`config.mk`:
```
export PLATFORM = sky130hd
export DESIGN_NAME = uprc_top
export DESIGN_NICKNAME = d
export VERILOG_FILES = /design/src/uprc_top.v /design/src/uprc_unlock.v /design/src/uprc_refdiv.v
export VERILOG_INCLUDE_DIRS = /design/src /design/src/src
export SDC_FILE = /design/constraint.sdc
export NUM_CORES = 1
export LEC_CHECK = 0
export ABC_AREA = 0
export CAP_MARGIN = 20
export CORE_UTILIZATION = 39
export DETAILED_ROUTE_END_ITERATION = 8
export DONT_BUFFER_PORTS = 1
export PLACE_DENSITY = 0.57
export SLEW_MARGIN = 20
export SYNTH_ARGS = -nofsm -noshare
export SYNTH_HDL_FRONTEND = slang
export SYNTH_SLANG_ARGS = --single-unit
```
`constraint.sdc`:
```
create_clock -name clk -period 10.24 [get_ports clk]
set_input_delay 1.024 -clock clk [delete_from_list [all_inputs] [get_ports clk]]
set_output_delay 1.024 -clock clk [all_outputs]
set_load 0.005 [all_outputs]
```
`src/uprc_regs.vh`:
```
// Register map, field positions, reset values and codes of the USB PLL and reference clock block.
// Included by the top module of the block only; definitions only.
`ifndef UPRC_REGS_VH
`define UPRC_REGS_VH

// Word offsets on the APB
`define UPRC_OFS_OSC_CTRL 8'h00
`define UPRC_OFS_CLK_DIV 8'h04
`define UPRC_OFS_REF_CTRL 8'h08
`define UPRC_OFS_CONFIG 8'h0C
`define UPRC_OFS_USB_CNT 8'h10
`define UPRC_OFS_SYS_CNT 8'h14

// Unlock keys
`define UPRC_KEY_HI1 8'h78
`define UPRC_KEY_HI2 8'h9A
`define UPRC_KEY_LO1 8'h46
`define UPRC_KEY_LO2 8'h57

// Oscillator control fields
`define UPRC_OSC_SWITCH 0
`define UPRC_OSC_SEC_ON 1
`define UPRC_OSC_LOCK 5
`define UPRC_OSC_NEW_LO 8
`define UPRC_OSC_CUR_LO 12

// Clock divider fields
`define UPRC_DIV_PLLEN 5
`define UPRC_DIV_POST_LO 6

// Reference control fields
`define UPRC_REF_OE 15
`define UPRC_REF_SLP 13
`define UPRC_REF_SEL 12
`define UPRC_REF_DIV_LO 8

// Config fields
`define UPRC_CFG_PREDIV_LO 0
`define UPRC_CFG_SEC_LO 4
`define UPRC_CFG_POSC_ON 6
`define UPRC_CFG_HALF_EN 7

// Source codes and secondary modes
`define UPRC_SRC_POSC 3'h2
`define UPRC_SRC_POSC_PLL 3'h3
`define UPRC_SRC_RESET 3'h0
`define UPRC_SEC_DIGITAL 2'h0
`define UPRC_SEC_LOWPWR 2'h1
`define UPRC_SEC_EXTCLK 2'h2
`define UPRC_SEC_MODE_RST 2'h3

// Prescaler terminal counts for the two non-linear codes
`define UPRC_PRE_LIM_DIV8 4'h7
`define UPRC_PRE_LIM_DIV12 4'hB

// Multiplier bookkeeping per 4 MHz tick: 96/4/2 and 96/4/3
`define UPRC_USB_PER_TICK 16'h000C
`define UPRC_SYS_PER_TICK 4'h8

`endif

```
`src/uprc_top.v`:
```
// What this block does
// Selection byte changes only after high-byte keys 0x78 then 0x9A.
// Low byte changes only after low-byte keys 0x46 then 0x57.
// Setting bit 0 after the low unlock starts an oscillator switch.
// USB logic gets a continuous 48 MHz clock while USB is enabled; here it runs only with the multiplier, so not in Sleep without keep-on.
// Primary input prescaled to 4 MHz, feeding the 96 MHz multiplier.
// USB branch divides the multiplier output by two.
// System branch divides by three, then by the postscaler.
// Postscaler codes 00..11 give 32, 16, 8, 4 MHz.
// Prescaler code 000..101 divides 1..6, 110 by 8, 111 by 12.
// USB clock only in primary-with-multiplier modes; no separate input.
// Secondary oscillator starts on module demand or software force-on.
// Modes 11/01 make pins oscillator pins; 00 frees them for I/O.
// Mode 01 selects low drive; otherwise high drive.
// External clock mode: pin clock used, driver off, force-on ignored.
// Half-frequency clock out driven in enabled primary modes.
// Bit 15 drives the divided reference clock onto its pin.
// Bits 11-8 divide the base clock by two to the code.
// Bit 12 set picks primary oscillator, clear picks system clock.
// Bit 13 keeps the reference running in Sleep.
// Sleep output needs bits 13 and 12; primary needs keep-on bit.
// Reference control bit 14 and bits 7-0 read zero.
// Postscaler sits at bits 7-6 of the clock divider register.
// Reference divider held cleared while the output is disabled.
// Assumes an APB master on clk; oscillator pins arrive synchronous to clk.
`timescale 1ns/1ps
`include "uprc_regs.vh"
module uprc_top (
    input wire clk,
    input wire nrst,
    input wire psel,
    input wire penable,
    input wire pwrite,
    input wire [7:0] paddr,
    input wire [31:0] pwdata,
    input wire [3:0] pstrb,
    output reg [31:0] prdata,
    output wire pready,
    output wire pslverr,
    input wire posc_clk_in,
    input wire secondary_ext_clk_pin,
    input wire secondary_osc_clk_in,
    input wire secondary_osc_request,
    input wire usb_en,
    input wire sleep,
    output wire pre_tick,
    output wire usb_clk_ok,
    output reg [15:0] usb_cycle_cnt_q,
    output reg [15:0] sys_cycle_cnt_q,
    output wire secondary_osc_run,
    output wire secondary_osc_driver_en,
    output wire secondary_osc_low_drive,
    output wire secondary_pins_digital,
    output wire secondary_clk,
    output wire primary_osc_power,
    output reg half_freq_clk_out,
    output wire half_freq_clk_out_oe,
    output wire ref_clk_pin,
    output wire ref_clk_pin_oe
);
    // Register state
    reg [2:0] cur_src_q;
    reg [2:0] new_src_q;
    reg switch_q;
    reg sec_force_q;
    reg [1:0] postdiv_q;
    reg pll_en_q;
    reg ref_oe_q;
    reg ref_slp_q;
    reg ref_sel_q;
    reg [3:0] ref_div_q;
    reg [2:0] prediv_q;
    reg [1:0] sec_mode_q;
    reg posc_keep_q;
    reg half_en_q;

    // Clock path state
    reg posc_last_q;
    reg [3:0] pre_cnt_q;
    reg [3:0] pre_lim;
    wire posc_rise;
    wire pll_mode;
    wire pll_run;
    wire ref_run;
    wire [3:0] sys_inc;
    wire [3:0] base_inc;

    // APB decode
    wire wr_acc;
    wire mapped;
    wire hi_wr;
    wire lo_wr;
    wire hi_open;
    wire lo_open;
    wire [15:0] osc_rd;
    wire [15:0] div_rd;
    wire [15:0] ref_rd;
    wire [15:0] cfg_rd;

    assign pready = 1'b1;
    assign mapped = (paddr == `UPRC_OFS_OSC_CTRL) || (paddr == `UPRC_OFS_CLK_DIV) ||
                    (paddr == `UPRC_OFS_REF_CTRL) || (paddr == `UPRC_OFS_CONFIG) ||
                    (paddr == `UPRC_OFS_USB_CNT) || (paddr == `UPRC_OFS_SYS_CNT);
    assign pslverr = psel && penable && !mapped;
    assign wr_acc = psel && penable && pwrite && mapped;
    assign hi_wr = wr_acc && (paddr == `UPRC_OFS_OSC_CTRL) && pstrb[1];
    assign lo_wr = wr_acc && (paddr == `UPRC_OFS_OSC_CTRL) && pstrb[0];

    uprc_unlock #(
        .KEY1(`UPRC_KEY_HI1),
        .KEY2(`UPRC_KEY_HI2)
    ) u_hi_lock (
        .clk(clk),
        .nrst(nrst),
        .wr(hi_wr),
        .data(pwdata[15:8]),
        .open(hi_open)
    );

    uprc_unlock #(
        .KEY1(`UPRC_KEY_LO1),
        .KEY2(`UPRC_KEY_LO2)
    ) u_lo_lock (
        .clk(clk),
        .nrst(nrst),
        .wr(lo_wr),
        .data(pwdata[7:0]),
        .open(lo_open)
    );

    // Oscillator control: selection and low byte are guarded by the keys
    always @(posedge clk) begin
        if (!nrst) begin
            cur_src_q <= `UPRC_SRC_RESET;
            new_src_q <= `UPRC_SRC_RESET;
            switch_q <= 1'b0;
            sec_force_q <= 1'b0;
        end else begin
            if (hi_wr && hi_open) begin
                new_src_q <= pwdata[`UPRC_OSC_NEW_LO+2:`UPRC_OSC_NEW_LO];
            end
            if (lo_wr && lo_open) begin
                sec_force_q <= pwdata[`UPRC_OSC_SEC_ON];
                switch_q <= pwdata[`UPRC_OSC_SWITCH];
            end else if (switch_q) begin
                // Redundant switch just clears; otherwise take the new source
                cur_src_q <= new_src_q;
                switch_q <= 1'b0;
            end
        end
    end

    // Plain registers: clock divider, reference control, configuration
    always @(posedge clk) begin
        if (!nrst) begin
            postdiv_q <= 2'h0;
            pll_en_q <= 1'b0;
            ref_oe_q <= 1'b0;
            ref_slp_q <= 1'b0;
            ref_sel_q <= 1'b0;
            ref_div_q <= 4'h0;
            prediv_q <= 3'h0;
            sec_mode_q <= `UPRC_SEC_MODE_RST;
            posc_keep_q <= 1'b0;
            half_en_q <= 1'b0;
        end else if (wr_acc) begin
            if (paddr == `UPRC_OFS_CLK_DIV && pstrb[0]) begin
                postdiv_q <= pwdata[`UPRC_DIV_POST_LO+1:`UPRC_DIV_POST_LO];
                pll_en_q <= pwdata[`UPRC_DIV_PLLEN];
            end
            if (paddr == `UPRC_OFS_REF_CTRL && pstrb[1]) begin
                ref_oe_q <= pwdata[`UPRC_REF_OE];
                ref_slp_q <= pwdata[`UPRC_REF_SLP];
                ref_sel_q <= pwdata[`UPRC_REF_SEL];
                ref_div_q <= pwdata[`UPRC_REF_DIV_LO+3:`UPRC_REF_DIV_LO];
            end
            if (paddr == `UPRC_OFS_CONFIG && pstrb[0]) begin
                prediv_q <= pwdata[`UPRC_CFG_PREDIV_LO+2:`UPRC_CFG_PREDIV_LO];
                sec_mode_q <= pwdata[`UPRC_CFG_SEC_LO+1:`UPRC_CFG_SEC_LO];
                posc_keep_q <= pwdata[`UPRC_CFG_POSC_ON];
                half_en_q <= pwdata[`UPRC_CFG_HALF_EN];
            end
        end
    end

    // Read data
    assign osc_rd = {1'b0, cur_src_q, 1'b0, new_src_q, 2'h0, pll_run, 3'h0,
                     sec_force_q, switch_q};
    assign div_rd = {8'h00, postdiv_q, pll_en_q, 5'h00};
    assign ref_rd = {ref_oe_q, 1'b0, ref_slp_q, ref_sel_q, ref_div_q, 8'h00};
    assign cfg_rd = {8'h00, half_en_q, posc_keep_q, sec_mode_q, 1'b0, prediv_q};

    always @* begin
        case (paddr)
            `UPRC_OFS_OSC_CTRL: prdata = {16'h0000, osc_rd};
            `UPRC_OFS_CLK_DIV: prdata = {16'h0000, div_rd};
            `UPRC_OFS_REF_CTRL: prdata = {16'h0000, ref_rd};
            `UPRC_OFS_CONFIG: prdata = {16'h0000, cfg_rd};
            `UPRC_OFS_USB_CNT: prdata = {16'h0000, usb_cycle_cnt_q};
            `UPRC_OFS_SYS_CNT: prdata = {16'h0000, sys_cycle_cnt_q};
            default: prdata = 32'h00000000;
        endcase
    end

    // Prescaler: no frequency sensing, divisor comes from the config field
    always @* begin
        case (prediv_q)
            3'h6: pre_lim = `UPRC_PRE_LIM_DIV8;
            3'h7: pre_lim = `UPRC_PRE_LIM_DIV12;
            default: pre_lim = {1'b0, prediv_q};
        endcase
    end

    assign posc_rise = posc_clk_in && !posc_last_q;
    assign pll_mode = (cur_src_q == `UPRC_SRC_POSC_PLL);
    assign pll_run = pll_mode && pll_en_q && primary_osc_power;
    assign pre_tick = pll_run && posc_rise && (pre_cnt_q == pre_lim);

    always @(posedge clk) begin
        if (!nrst) begin
            posc_last_q <= 1'b0;
            pre_cnt_q <= 4'h0;
        end else begin
            posc_last_q <= posc_clk_in;
            if (!pll_run) begin
                pre_cnt_q <= 4'h0;
            end else if (posc_rise) begin
                pre_cnt_q <= (pre_cnt_q == pre_lim) ? 4'h0 : pre_cnt_q + 4'h1;
            end
        end
    end

    // Each 4 MHz tick is 24 multiplier cycles: 12 USB cycles and 8 system
    // cycles before the postscaler; counters let software see the branches run
    assign sys_inc = `UPRC_SYS_PER_TICK >> postdiv_q;
    assign usb_clk_ok = usb_en && pll_run;

    always @(posedge clk) begin
        if (!nrst) begin
            usb_cycle_cnt_q <= 16'h0000;
            sys_cycle_cnt_q <= 16'h0000;
        end else if (pre_tick) begin
            usb_cycle_cnt_q <= usb_cycle_cnt_q + `UPRC_USB_PER_TICK;
            sys_cycle_cnt_q <= sys_cycle_cnt_q + {12'h000, sys_inc};
        end
    end

    // Secondary oscillator
    assign secondary_pins_digital = (sec_mode_q == `UPRC_SEC_DIGITAL);
    assign secondary_osc_low_drive = (sec_mode_q == `UPRC_SEC_LOWPWR);
    assign secondary_osc_run = !secondary_pins_digital &&
        ((sec_mode_q == `UPRC_SEC_EXTCLK) || secondary_osc_request || sec_force_q);
    assign secondary_osc_driver_en = secondary_osc_run &&
                                     (sec_mode_q != `UPRC_SEC_EXTCLK);
    assign secondary_clk = (sec_mode_q == `UPRC_SEC_EXTCLK) ? secondary_ext_clk_pin :
                           (secondary_osc_driver_en && secondary_osc_clk_in);

    // Primary oscillator drops in Sleep unless kept on
    assign primary_osc_power = !sleep || posc_keep_q;

    // Half-frequency output in primary modes when enabled
    assign half_freq_clk_out_oe = half_en_q &&
        ((cur_src_q == `UPRC_SRC_POSC) || pll_mode);

    always @(posedge clk) begin
        if (!nrst || !half_freq_clk_out_oe) begin
            half_freq_clk_out <= 1'b0;
        end else if (posc_rise && primary_osc_power) begin
            half_freq_clk_out <= ~half_freq_clk_out;
        end
    end

    // Reference output; system base stops in Sleep by itself
    assign ref_run = ref_oe_q && (!sleep || ref_slp_q);
    assign base_inc = ref_sel_q ? {3'h0, posc_rise && primary_osc_power} :
                      (sleep ? 4'h0 : (pre_tick ? sys_inc : 4'h0));
    assign ref_clk_pin_oe = ref_oe_q;

    uprc_refdiv u_refdiv (
        .clk(clk),
        .nrst(nrst),
        .hold(!ref_run),
        .inc(base_inc),
        .div(ref_div_q),
        .pass(ref_sel_q),
        .pass_lvl(posc_clk_in && primary_osc_power),
        .q(ref_clk_pin)
    );
endmodule // uprc_top

```
`src/uprc_unlock.v`:
```
// Two-key byte unlock sequencer for one byte lane of the oscillator control register.
// Assumes wr pulses for one cycle per accepted byte write on that lane.
`timescale 1ns/1ps
module uprc_unlock #(
    parameter [7:0] KEY1 = 8'h00,
    parameter [7:0] KEY2 = 8'h00
) (
    input wire clk,
    input wire nrst,
    input wire wr,
    input wire [7:0] data,
    output wire open
);
    localparam ST_IDLE = 2'h0;
    localparam ST_KEY1 = 2'h1;
    localparam ST_OPEN = 2'h2;

    reg [1:0] st_q;
    reg [1:0] st_d;

    assign open = (st_q == ST_OPEN);

    always @* begin
        st_d = st_q;
        if (wr) begin
            case (st_q)
                ST_IDLE: st_d = (data == KEY1) ? ST_KEY1 : ST_IDLE;
                ST_KEY1: st_d = (data == KEY2) ? ST_OPEN :
                                ((data == KEY1) ? ST_KEY1 : ST_IDLE);
                // The write after the keys is the payload; lock again after it
                ST_OPEN: st_d = ST_IDLE;
                default: st_d = ST_IDLE;
            endcase
        end
    end

    always @(posedge clk) begin
        if (!nrst) begin
            st_q <= ST_IDLE;
        end else begin
            st_q <= st_d;
        end
    end
endmodule // uprc_unlock

```
`src/uprc_refdiv.v`:
```
// Power-of-two reference divider counting base-clock cycles given per clk step.
// Assumes inc never exceeds 8 base cycles per step.
`timescale 1ns/1ps
module uprc_refdiv (
    input wire clk,
    input wire nrst,
    input wire hold,
    input wire [3:0] inc,
    input wire [3:0] div,
    input wire pass,
    input wire pass_lvl,
    output reg q
);
    reg [15:0] acc_q;
    wire [16:0] thr;
    wire [16:0] acc_n;

    // Half periods: a divide by 2^div toggles every 2^div half base cycles
    assign thr = 17'h00001 << div;
    assign acc_n = {1'b0, acc_q} + {12'h000, inc, 1'b0};

    always @(posedge clk) begin
        if (!nrst || hold) begin
            acc_q <= 16'h0000;
            q <= 1'b0;
        end else if (div == 4'h0) begin
            acc_q <= 16'h0000;
            if (pass) begin
                q <= pass_lvl;
            end else if (inc != 4'h0) begin
                q <= ~q;
            end
        end else if (acc_n >= thr) begin
            // Slow edges only: one toggle per step limits fast ratios
            acc_q <= acc_n[15:0] - thr[15:0];
            q <= ~q;
        end else begin
            acc_q <= acc_n[15:0];
        end
    end
endmodule // uprc_refdiv

```
==> results of run 1 <==
how the worst max path moves through the flow:
stage                         to  cells past startpoint        start  slack, ns
2_1_floorplan  u_refdiv.acc_q[0]                     22  posc_clk_in       5.19
3_3_place_gp   u_refdiv.acc_q[2]                     20  posc_clk_in       3.98
3_5_place_dp   u_refdiv.acc_q[5]                     21  posc_clk_in       3.95
4_1_cts               u_refdiv.q                     21  posc_clk_in       4.26
5_1_grt        u_refdiv.acc_q[3]                     21  posc_clk_in       3.79
6_report              u_refdiv.q                     21  posc_clk_in       4.30
state kept, by name (all words and copies together), names as in the netlist, 2 cells and up:
signal / count
sec_mode_q: 2
prediv_q: 3
usb_cycle_cnt_q: 14
u_lo_lock.st_q: 2
u_refdiv.acc_q: 16
u_hi_lock.st_q: 2
pre_cnt_q: 4
sys_cycle_cnt_q: 16
ref_div_q: 4
postdiv_q: 2
new_src_q: 3
cur_src_q: 3
power groups by stage:
| stage | sequential, uW | combinational (uW) | clock (uW) |
|---|---|---|---|
| 3_3_place_gp | 326 | 10.8 | 0 |
| 4_1_cts | 319 | 11.0 | 351 |
| 6_report | 319 | 11.0 | 344 |
| 3_5_place_dp | 326 | 11.0 | 0 |
| 2_1_floorplan | 326 | 17.6 | 0 |
| 5_1_grt | 319 | 12.5 | 363 |
worst min-delay path, delay by kind of cell (launching register included):
kind            cells  cell delay (ns)
flops               1             0.32
compound gates      1             0.06
simple gates        1             0.05
synth_stat cells (20+ instances only):
master,number,area (um^2)
o21ai_0,23,115
dfxtp_1,82,1640
nand3_1,40,200
nor2_1,34,128
xnor2_1,31,272
ha_1,26,325
nor2b_1,39,244
a21oi_1,20,100
mux2i_1,24,240
and2_1,28,175
buf_4,22,165
inv_1,24,90.1
nand2_1,77,289
per-layer routing:
metal / share of wire, % / up-vias / GRT usage [%]
met1: 42 / 2269 / 25.3
li1: - / 2332 / -
met2: 49 / 150 / 35.1
met5: 0 / - / 0
met3: 6.4 / 25 / 4.93
met4: 2.4 / 0 / 10.3
through the flow:
step | setup WS, ns | hold WS, ns | std cells
after global placement | 3.98 | 0.473 | 830
after detailed placement | 3.95 | 0.469 | 830
final | 4.30 | 0.479 | 844
after floorplan | 5.19 | 0.451 | 692
after CTS | 4.26 | 0.477 | 844
after global routing | 3.79 | 0.517 | 844
cells by family after synthesis:
| family | share of synthesized area, % |
|---|---|
| other cells | 0.135 |
| flops | 29.5 |
| fa+ha+maj | 6.92 |
| mux | 4.31 |
| simple gates | 28.8 |
| buf+inv | 6.07 |
| xor+xnor | 7.71 |
| compound gates | 16.6 |
layout make-up:
type                    count  share of cell area, %
flip-flops and latches     82                   27.7
well taps                 180                   3.80
clock buffers              11                   4.10
clock inverters             3                   1.10
multi-input cells         543                   61.7
inverters                  25                   1.58
==> key figures, run 1 <==
Floorplanning
  • Area of the core: 0.0139 mm^2
  • Starting Density: 40.1%
  • Die area: 0.0148 mm^2
  • IO Count: 133
  • Die Width: 121 um
  • Rows: 43
  • Die Y: 121 um

Clocking
  • Worst-path clk slew: 0.06 ns
  • CTS tree: built
  • Clk_lat worst skew: 0.34 ns
  • Clk sinks: 82
  • Hold_buf cts: 0
  • Max clock buf depth: 2
  • CTS resizes: 0
  • Setup Buffers After CTS: 0
  • Root buf cell: clkbuf_16
  • H-Tree Level Count: 3
  • Total CTS buffers: 9

Yosys
  • Mapped cell area: 0.00557 mm^2
  • EDFF count, synth: 0
  • Register area share after synthesis: 29.5%
  • Prevailing post-synth register cell: dfxtp_1
  • Yosys warning total: 0
  • Post-synth cell types: 72
  • Synth Area per Inst: 8.25 um^2
  • Synth Register Bits: 82
  • Share of async-settable or async-resettable flops after synthesis: 0%
  • Synth Instances: 675

Final layout
  • Area Overhead vs Synth: 6.34%
  • Final Instance Area: 0.00592 mm^2
  • Commonest cells after routing, fill and taps aside: dfxtp_1 (82), nand2_1 (77), nand3_1 (40)
  • # nets final: 745
  • Fill count: 1417
  • Ant diodes: 0
  • Most common cell after layout, fill and taps aside: dfxtp_1
  • Layout cells sized above 1: 5.27%
  • Multi-input logic area: 0.00365 mm^2
  • Register area: 0.00164 mm^2
  • Core Util, Final: 42.7%

Pwr
  • Power Density: 114 mW/mm^2
  • Pwr Total: 674 uW
  • P_leak: 0.00237 uW
  • Sw Ratio: 19.8%
  • Worst IR drop on VDD: 68.7 uV
  • P_sw: 133 uW
  • Power share of the clock group: 51.0%
  • Logic pwr share: 1.6%
  • Part of the power in registers: 47.4%
  • Pint: 541 uW

Global route
  • Largest net degree at the start of global routing: 65
  • GRT overflow: 0
  • Antenna violations before repair: 0
  • First-pass GRT wire length: 24100 um
  • Vias in the first global route: 4619
  • Overall Global Routing Usage: 21.1%

Drt
  • Initial DRC count: 291
  • Wirelength, routed: 14900 um
  • Via count: 4776
  • Antenna-violating nets left: 0
  • Routed len/inst: 17.7 um
  • DRC viols: 0
  • Vias per inst: 5.66
  • Pre-antenna DRT Iters: 4

Critical path
  • CP max stage delay: 0.53 ns
  • Critical path's top delay family: compound AO/OA/AOI/OAI gates
  • Worst R2R Setup Slack: 4.63 ns
  • Crit path DAT: 6.17 ns
  • Critical Path Fanout Max: 12
  • RR Startpoint: pre_cnt_q[2]
  • Worst reg2reg path depth: 22
  • Critical Path Start Type: primary input
  • CP Capture Type: flip-flop
  • Crit path kind: in -> reg
  • CP Buf/Inv Count: 1
  • Worst Path Required: 10.47 ns
  • Worst path cell trace: nor2b_1, o211ai_2, nor3_2, nand3_1, o21ai_0, ha_1, inv_1, fa_1, nor2b_1, o21ai_0, a21oi_1, nand2_1, xnor2_1, ha_1, a21oi_1, nand2_1, or3_1, o21ai_2, o211a_1, or4_1, nand3_1
  • R2r endpoint: u_refdiv.q
  • CP max-delay cell: a21oi_1

STA
  • Fmax: 0.168 GHz
  • Slew HR: 40.9%
  • Clk_skew: 0.00418 ns
  • Fin Setup TNS: 0 ns
  • Max Transition Viols Final: 0
  • RSZ-0062 raised after global routing: no
  • Tcrit/Tclk final: 58.0%
  • Final setup fails: 0
  • Fin crit period: 5.94 ns
  • Final hold vios: 0
  • Worst Tran Pin Value: 0.882 ns

Min path
  • Hold Path Depth: 2
  • Hold crit path type: reg -> reg
  • Worst hold endpoint: posc_keep_q
  • Hold path startpoint: posc_keep_q

Run
  • Max_cap viols: 0

Placed design
  • Port Buffers: 0
  • GP Congestion: 0.825
  • DP Area: 0.00561 mm^2
  • Hpwl dp: 11400 um

Outcome
  • Status: finished clean
(Power assumes the default switching activity.)
==> run 2: changes to the inputs <==
Clock period 10.24 ns to 5.5 ns, I/O delays scaled along.
==> key figures, run 2 (same netlist as run 1, synthesis figures left out) <==
Outcome
  • Status: finished clean

Drt
  • Initial DRC count: 307
  • Via count: 4783
  • Routed len/inst: 17.7 um
  • Wirelength, routed: 15100 um
  • Vias per inst: 5.62
  • Pre-antenna DRT Iters: 4
  • Antenna-violating nets left: 0
  • DRC viols: 0

Final layout
  • Register area: 0.00164 mm^2
  • Layout cells sized above 1: 6.41%
  • # nets final: 752
  • Ant diodes: 0
  • Commonest cells after routing, fill and taps aside: dfxtp_1 (82), nand2_1 (77), nand3_1 (40)
  • Multi-input logic area: 0.00365 mm^2
  • Finished Layout Cells: 851
  • Most common cell after layout, fill and taps aside: dfxtp_1
  • Area Overhead vs Synth: 6.43%
  • Largest regs: sys_cycle_cnt_q x16, u_refdiv.acc_q x16, usb_cycle_cnt_q x14
  • Fill count: 1406
  • Final Instance Area: 0.00593 mm^2

STA
  • Final hold vios: 0
  • RSZ-0062 raised after global routing: no
  • Worst Tran Pin Value: 0.874 ns
  • Final setup fails: 0
  • Slew HR: 41.5%
  • Fin Setup TNS: 0 ns
  • Tcrit/Tclk final: 92.2%
  • Fin crit period: 5.07 ns
  • Max Transition Viols Final: 0
  • Fmax: 0.197 GHz
  • Setup ws final: 0.430 ns
  • Clk_skew: 0.00675 ns
  • Final Hold Slack: 0.288 ns

Run
  • Max_cap viols: 0

Global route
  • Overall Global Routing Usage: 21.2%
  • First-pass GRT wire length: 24000 um
  • GRT overflow: 0
  • Antenna violations before repair: 0
  • Vias in the first global route: 4584
  • Largest net degree at the start of global routing: 65

Critical path
  • CP max stage delay: 0.44 ns
  • Worst Path Required: 5.73 ns
  • CP max-delay cell: o211a_2
  • Critical Path Fanout Max: 12
  • Worst path cell trace: or2_0, a221oi_2, o211ai_2, nor3_2, nand3_1, o21ai_0, ha_1, inv_1, fa_1, nor2b_1, o21ai_0, a21oi_1, buf_4, nand2_1, xnor2_1, ha_1, a21oi_1, nand2_1, or3_1, o21ai_2, o211a_2, or4_1, nand3_1
  • CP Buf/Inv Count: 2
  • Crit path DAT: 5.30 ns
  • CP Capture Type: flip-flop
  • Crit path kind: reg -> reg
  • Critical path's top delay family: compound AO/OA/AOI/OAI gates
  • Critical Path Start Type: flip-flop

Floorplanning
  • Die area: 0.0148 mm^2
  • Starting Density: 40.1%
  • Die Y: 121 um
  • IO Count: 133
  • Die Width: 121 um
  • Rows: 43
  • Area of the core: 0.0139 mm^2

Placed design
  • GP Congestion: 0.836
  • DP Area: 0.00567 mm^2
  • Placed cells: 837
  • Pre-CTS WS: 0.383 ns
  • Hpwl dp: 11500 um
  • Port Buffers: 0

Min path
  • Hold crit path type: in -> reg

Pwr
  • P_leak: 0.00238 uW
  • Worst IR drop on VDD: 187 uV
  • Power Density: 198 mW/mm^2

Clocking
  • Root buf cell: clkbuf_16
  • Total CTS buffers: 9
  • CTS tree: built
  • Worst-path clk slew: 0.06 ns
  • Clk sinks: 82
  • H-Tree Level Count: 3
  • Max clock buf depth: 2
  • Clk_lat worst skew: 0.35 ns
  • Setup Buffers After CTS: 0
[run 2: final timing paths]
kind | from | to | slack (ns) | depth (start not counted)
worst max-delay path | prediv_q[2] | u_refdiv.q | 0.43 | 23
worst min-delay path | nrst | sec_mode_q[1] | 0.29 | 1
worst max register to register | prediv_q[2] | u_refdiv.q | 0.43 | 23
worst min register to register | half_en_q | half_en_q | 0.48 | 2
[run 2: stage by stage]
step | power (uW) | util (%)
global route | 1200 | 42.7
floorplan | 640 | -
global placement | 629 | 40.8
CTS | 1180 | 42.7
finish | 1170 | 42.7
detailed placement | 629 | 40.8
[run 2: cell type report]
| cell class | instances | area share (%) |
|---|---|---|
| Multi-Input combinational cell | 543 | 61.6 |
| Sequential cell | 82 | 27.7 |
| Clock buffer | 11 | 4.10 |
| Tap cell | 180 | 3.80 |
| Inverter | 25 | 1.58 |
| Timing Repair Buffer | 7 | 0.887 |
| Clock inverter | 3 | 0.296 |
[run 2: power by group]
part           switching, uW  internal, uW  leakage, uW
sequential             0.154           594     0.000660
clock                    244           312     0.000127
combinational           12.3          9.64      0.00159
total                    257           915      0.00238
[run 2: what timing repair did]
action,in CTS,in global routing
setup endpoints to repair,0,1
hold buffers,0,0
resized for setup,0,1
[run 2: routing by layer]
metal / wire (um) / global-route usage (%) / up-vias
met2: 7240 / 35.3 / 146
met1: 6690 / 26.0 / 2270
li1: - / - / 2346
met3: 821 / 4.32 / 21
met5: 0 / 0 / -
met4: 348 / 9.80 / 0
==> run 3: changes to the inputs <==
Settings changed: CORE_MARGIN set to 5.
==> key figures, run 3 (same netlist as run 1, synthesis figures left out) <==
Outcome
  • Status: finished clean

Min path
  • Hold crit path type: in -> reg

Drt
  • Wirelength, routed: 15900 um
  • Via count: 4756
  • Routed len/inst: 18.6 um
  • DRC viols: 0
  • Antenna-violating nets left: 0
  • Vias per inst: 5.58
  • Pre-antenna DRT Iters: 5
  • Initial DRC count: 311

Clocking
  • H-Tree Level Count: 3
  • Max clock buf depth: 2
  • Worst-path clk slew: 0.07 ns
  • Clk sinks: 82
  • Root buf cell: clkbuf_16
  • Total CTS buffers: 9
  • Clk_lat worst skew: 0.35 ns
  • Setup Buffers After CTS: 0
  • CTS tree: built

STA
  • Fin crit period: 5.06 ns
  • Setup ws final: 0.438 ns
  • Slew HR: 37.8%
  • Fmax: 0.198 GHz
  • Final setup fails: 0
  • Clk_skew: 0.00640 ns
  • Tcrit/Tclk final: 92.0%
  • Final Hold Slack: 0.270 ns
  • Final hold vios: 0
  • RSZ-0062 raised after global routing: no
  • Max Transition Viols Final: 0
  • Worst Tran Pin Value: 0.929 ns
  • Fin Setup TNS: 0 ns

Floorplanning
  • Die area: 0.0168 mm^2
  • Die Y: 129 um
  • Area of the core: 0.0139 mm^2
  • Die Width: 129 um
  • Rows: 43
  • Starting Density: 40.0%
  • IO Count: 133

Placed design
  • Hpwl dp: 12200 um
  • GP Congestion: 0.859
  • Pre-CTS WS: 0.352 ns
  • Placed cells: 837
  • Port Buffers: 0

Final layout
  • # nets final: 752
  • Area Overhead vs Synth: 7.86%
  • Commonest cells after routing, fill and taps aside: dfxtp_1 (82), nand2_1 (77), nand3_1 (40)
  • Layout cells sized above 1: 6.98%
  • Most common cell after layout, fill and taps aside: dfxtp_1
  • Ant diodes: 0
  • Largest regs: sys_cycle_cnt_q x16, u_refdiv.acc_q x16, usb_cycle_cnt_q x14
  • Fill count: 1394
  • Finished Layout Cells: 853

Critical path
  • Critical Path Fanout Max: 17
  • Crit path DAT: 5.27 ns
  • Critical path's top delay family: compound AO/OA/AOI/OAI gates
  • CP max-delay cell: fa_1
  • CP Capture Type: flip-flop
  • Critical Path Start Type: flip-flop
  • Worst Path Required: 5.70 ns
  • Crit path kind: reg -> reg
  • Worst path cell trace: or2_0, a221oi_2, o211ai_2, nor3_2, nand3_1, o21ai_0, ha_1, inv_1, fa_1, nor2b_1, o21ai_0, a21oi_1, buf_4, nand2_1, xnor2_1, ha_1, a21oi_1, nand2_1, or3_1, o21ai_2, o211ai_2, buf_4, mux2i_1, nor2_1
  • CP max stage delay: 0.40 ns
  • CP Buf/Inv Count: 3

Global route
  • First-pass GRT wire length: 24800 um
  • Largest net degree at the start of global routing: 65
  • GRT overflow: 0
  • Antenna violations before repair: 0
  • Vias in the first global route: 4686
  • Overall Global Routing Usage: 18.9%

Pwr
  • P_leak: 0.00241 uW
  • Pwr Total: 1280 uW
  • Power Density: 214 mW/mm^2
  • Worst IR drop on VDD: 152 uV

Run
  • Max_cap viols: 0
==> run 3: cell count changes in the layout (fill, tap and decap cells not counted), sizes merged <==
| cell | delta |
|---|---|
| inv | +2 |
| bufinv | +2 |
| clkinvlp | +1 |
| clkbuf | -2 |
| clkinv | -1 |
==> run 3: routing by layer <==
layer | vias up | GRT usage (%) | wire length [um]
li1 | 2333 | - | -
met1 | 2285 | 22.5 | 6640
met2 | 120 | 32.5 | 7920
met3 | 18 | 5.32 | 984
met4 | 0 | 7.27 | 323
met5 | - | 0 | 0
==> run 3: per-stage QoR <==
step           utilization [%]  cell area [um^2]
6_report                  43.1              6010
5_1_grt                   43.1              6010
4_1_cts                   43.0              5990
3_5_place_dp              40.7              5670
3_3_place_gp              40.7              5670
2_1_floorplan                -              5630
==> run 3: where the power goes <==
part | switching [uW] | total (uW) | internal [uW]
Sequential | 0.135 | 594 | 594
Clock | 266 | 668 | 402
Combinational | 12.7 | 22.4 | 9.67
Total | 279 | 1280 | 1010
==> run 3: path summary, 6_finish.rpt <==
kind                                   start           endpoint  slack (ns)  cells after the start
worst max-delay path            pre_cnt_q[2]  u_refdiv.acc_q[3]        0.44                     24
worst min-delay path                    nrst      sec_mode_q[0]        0.27                      1
worst max register to register  pre_cnt_q[2]  u_refdiv.acc_q[3]        0.44                     24
worst min register to register   posc_keep_q        posc_keep_q        0.49                      2
==> run 3: cell type report <==
class / count / area (um^2) / share of cell area, %
well taps: 180 / 225 / 3.75
clock inverters: 7 / 101 / 1.69
inverters: 25 / 93.8 / 1.56
repair buffers: 7 / 52.6 / 0.875
multi-input cells: 543 / 3670 / 61.0
flip-flops and latches: 82 / 1640 / 27.3
clock buffers: 9 / 225 / 3.75
==> run 3: repair_timing <==
item | CTS | global route
resized for setup | 0 | 3
setup endpoints to repair | 0 | 10
hold buffers | 0 | 0
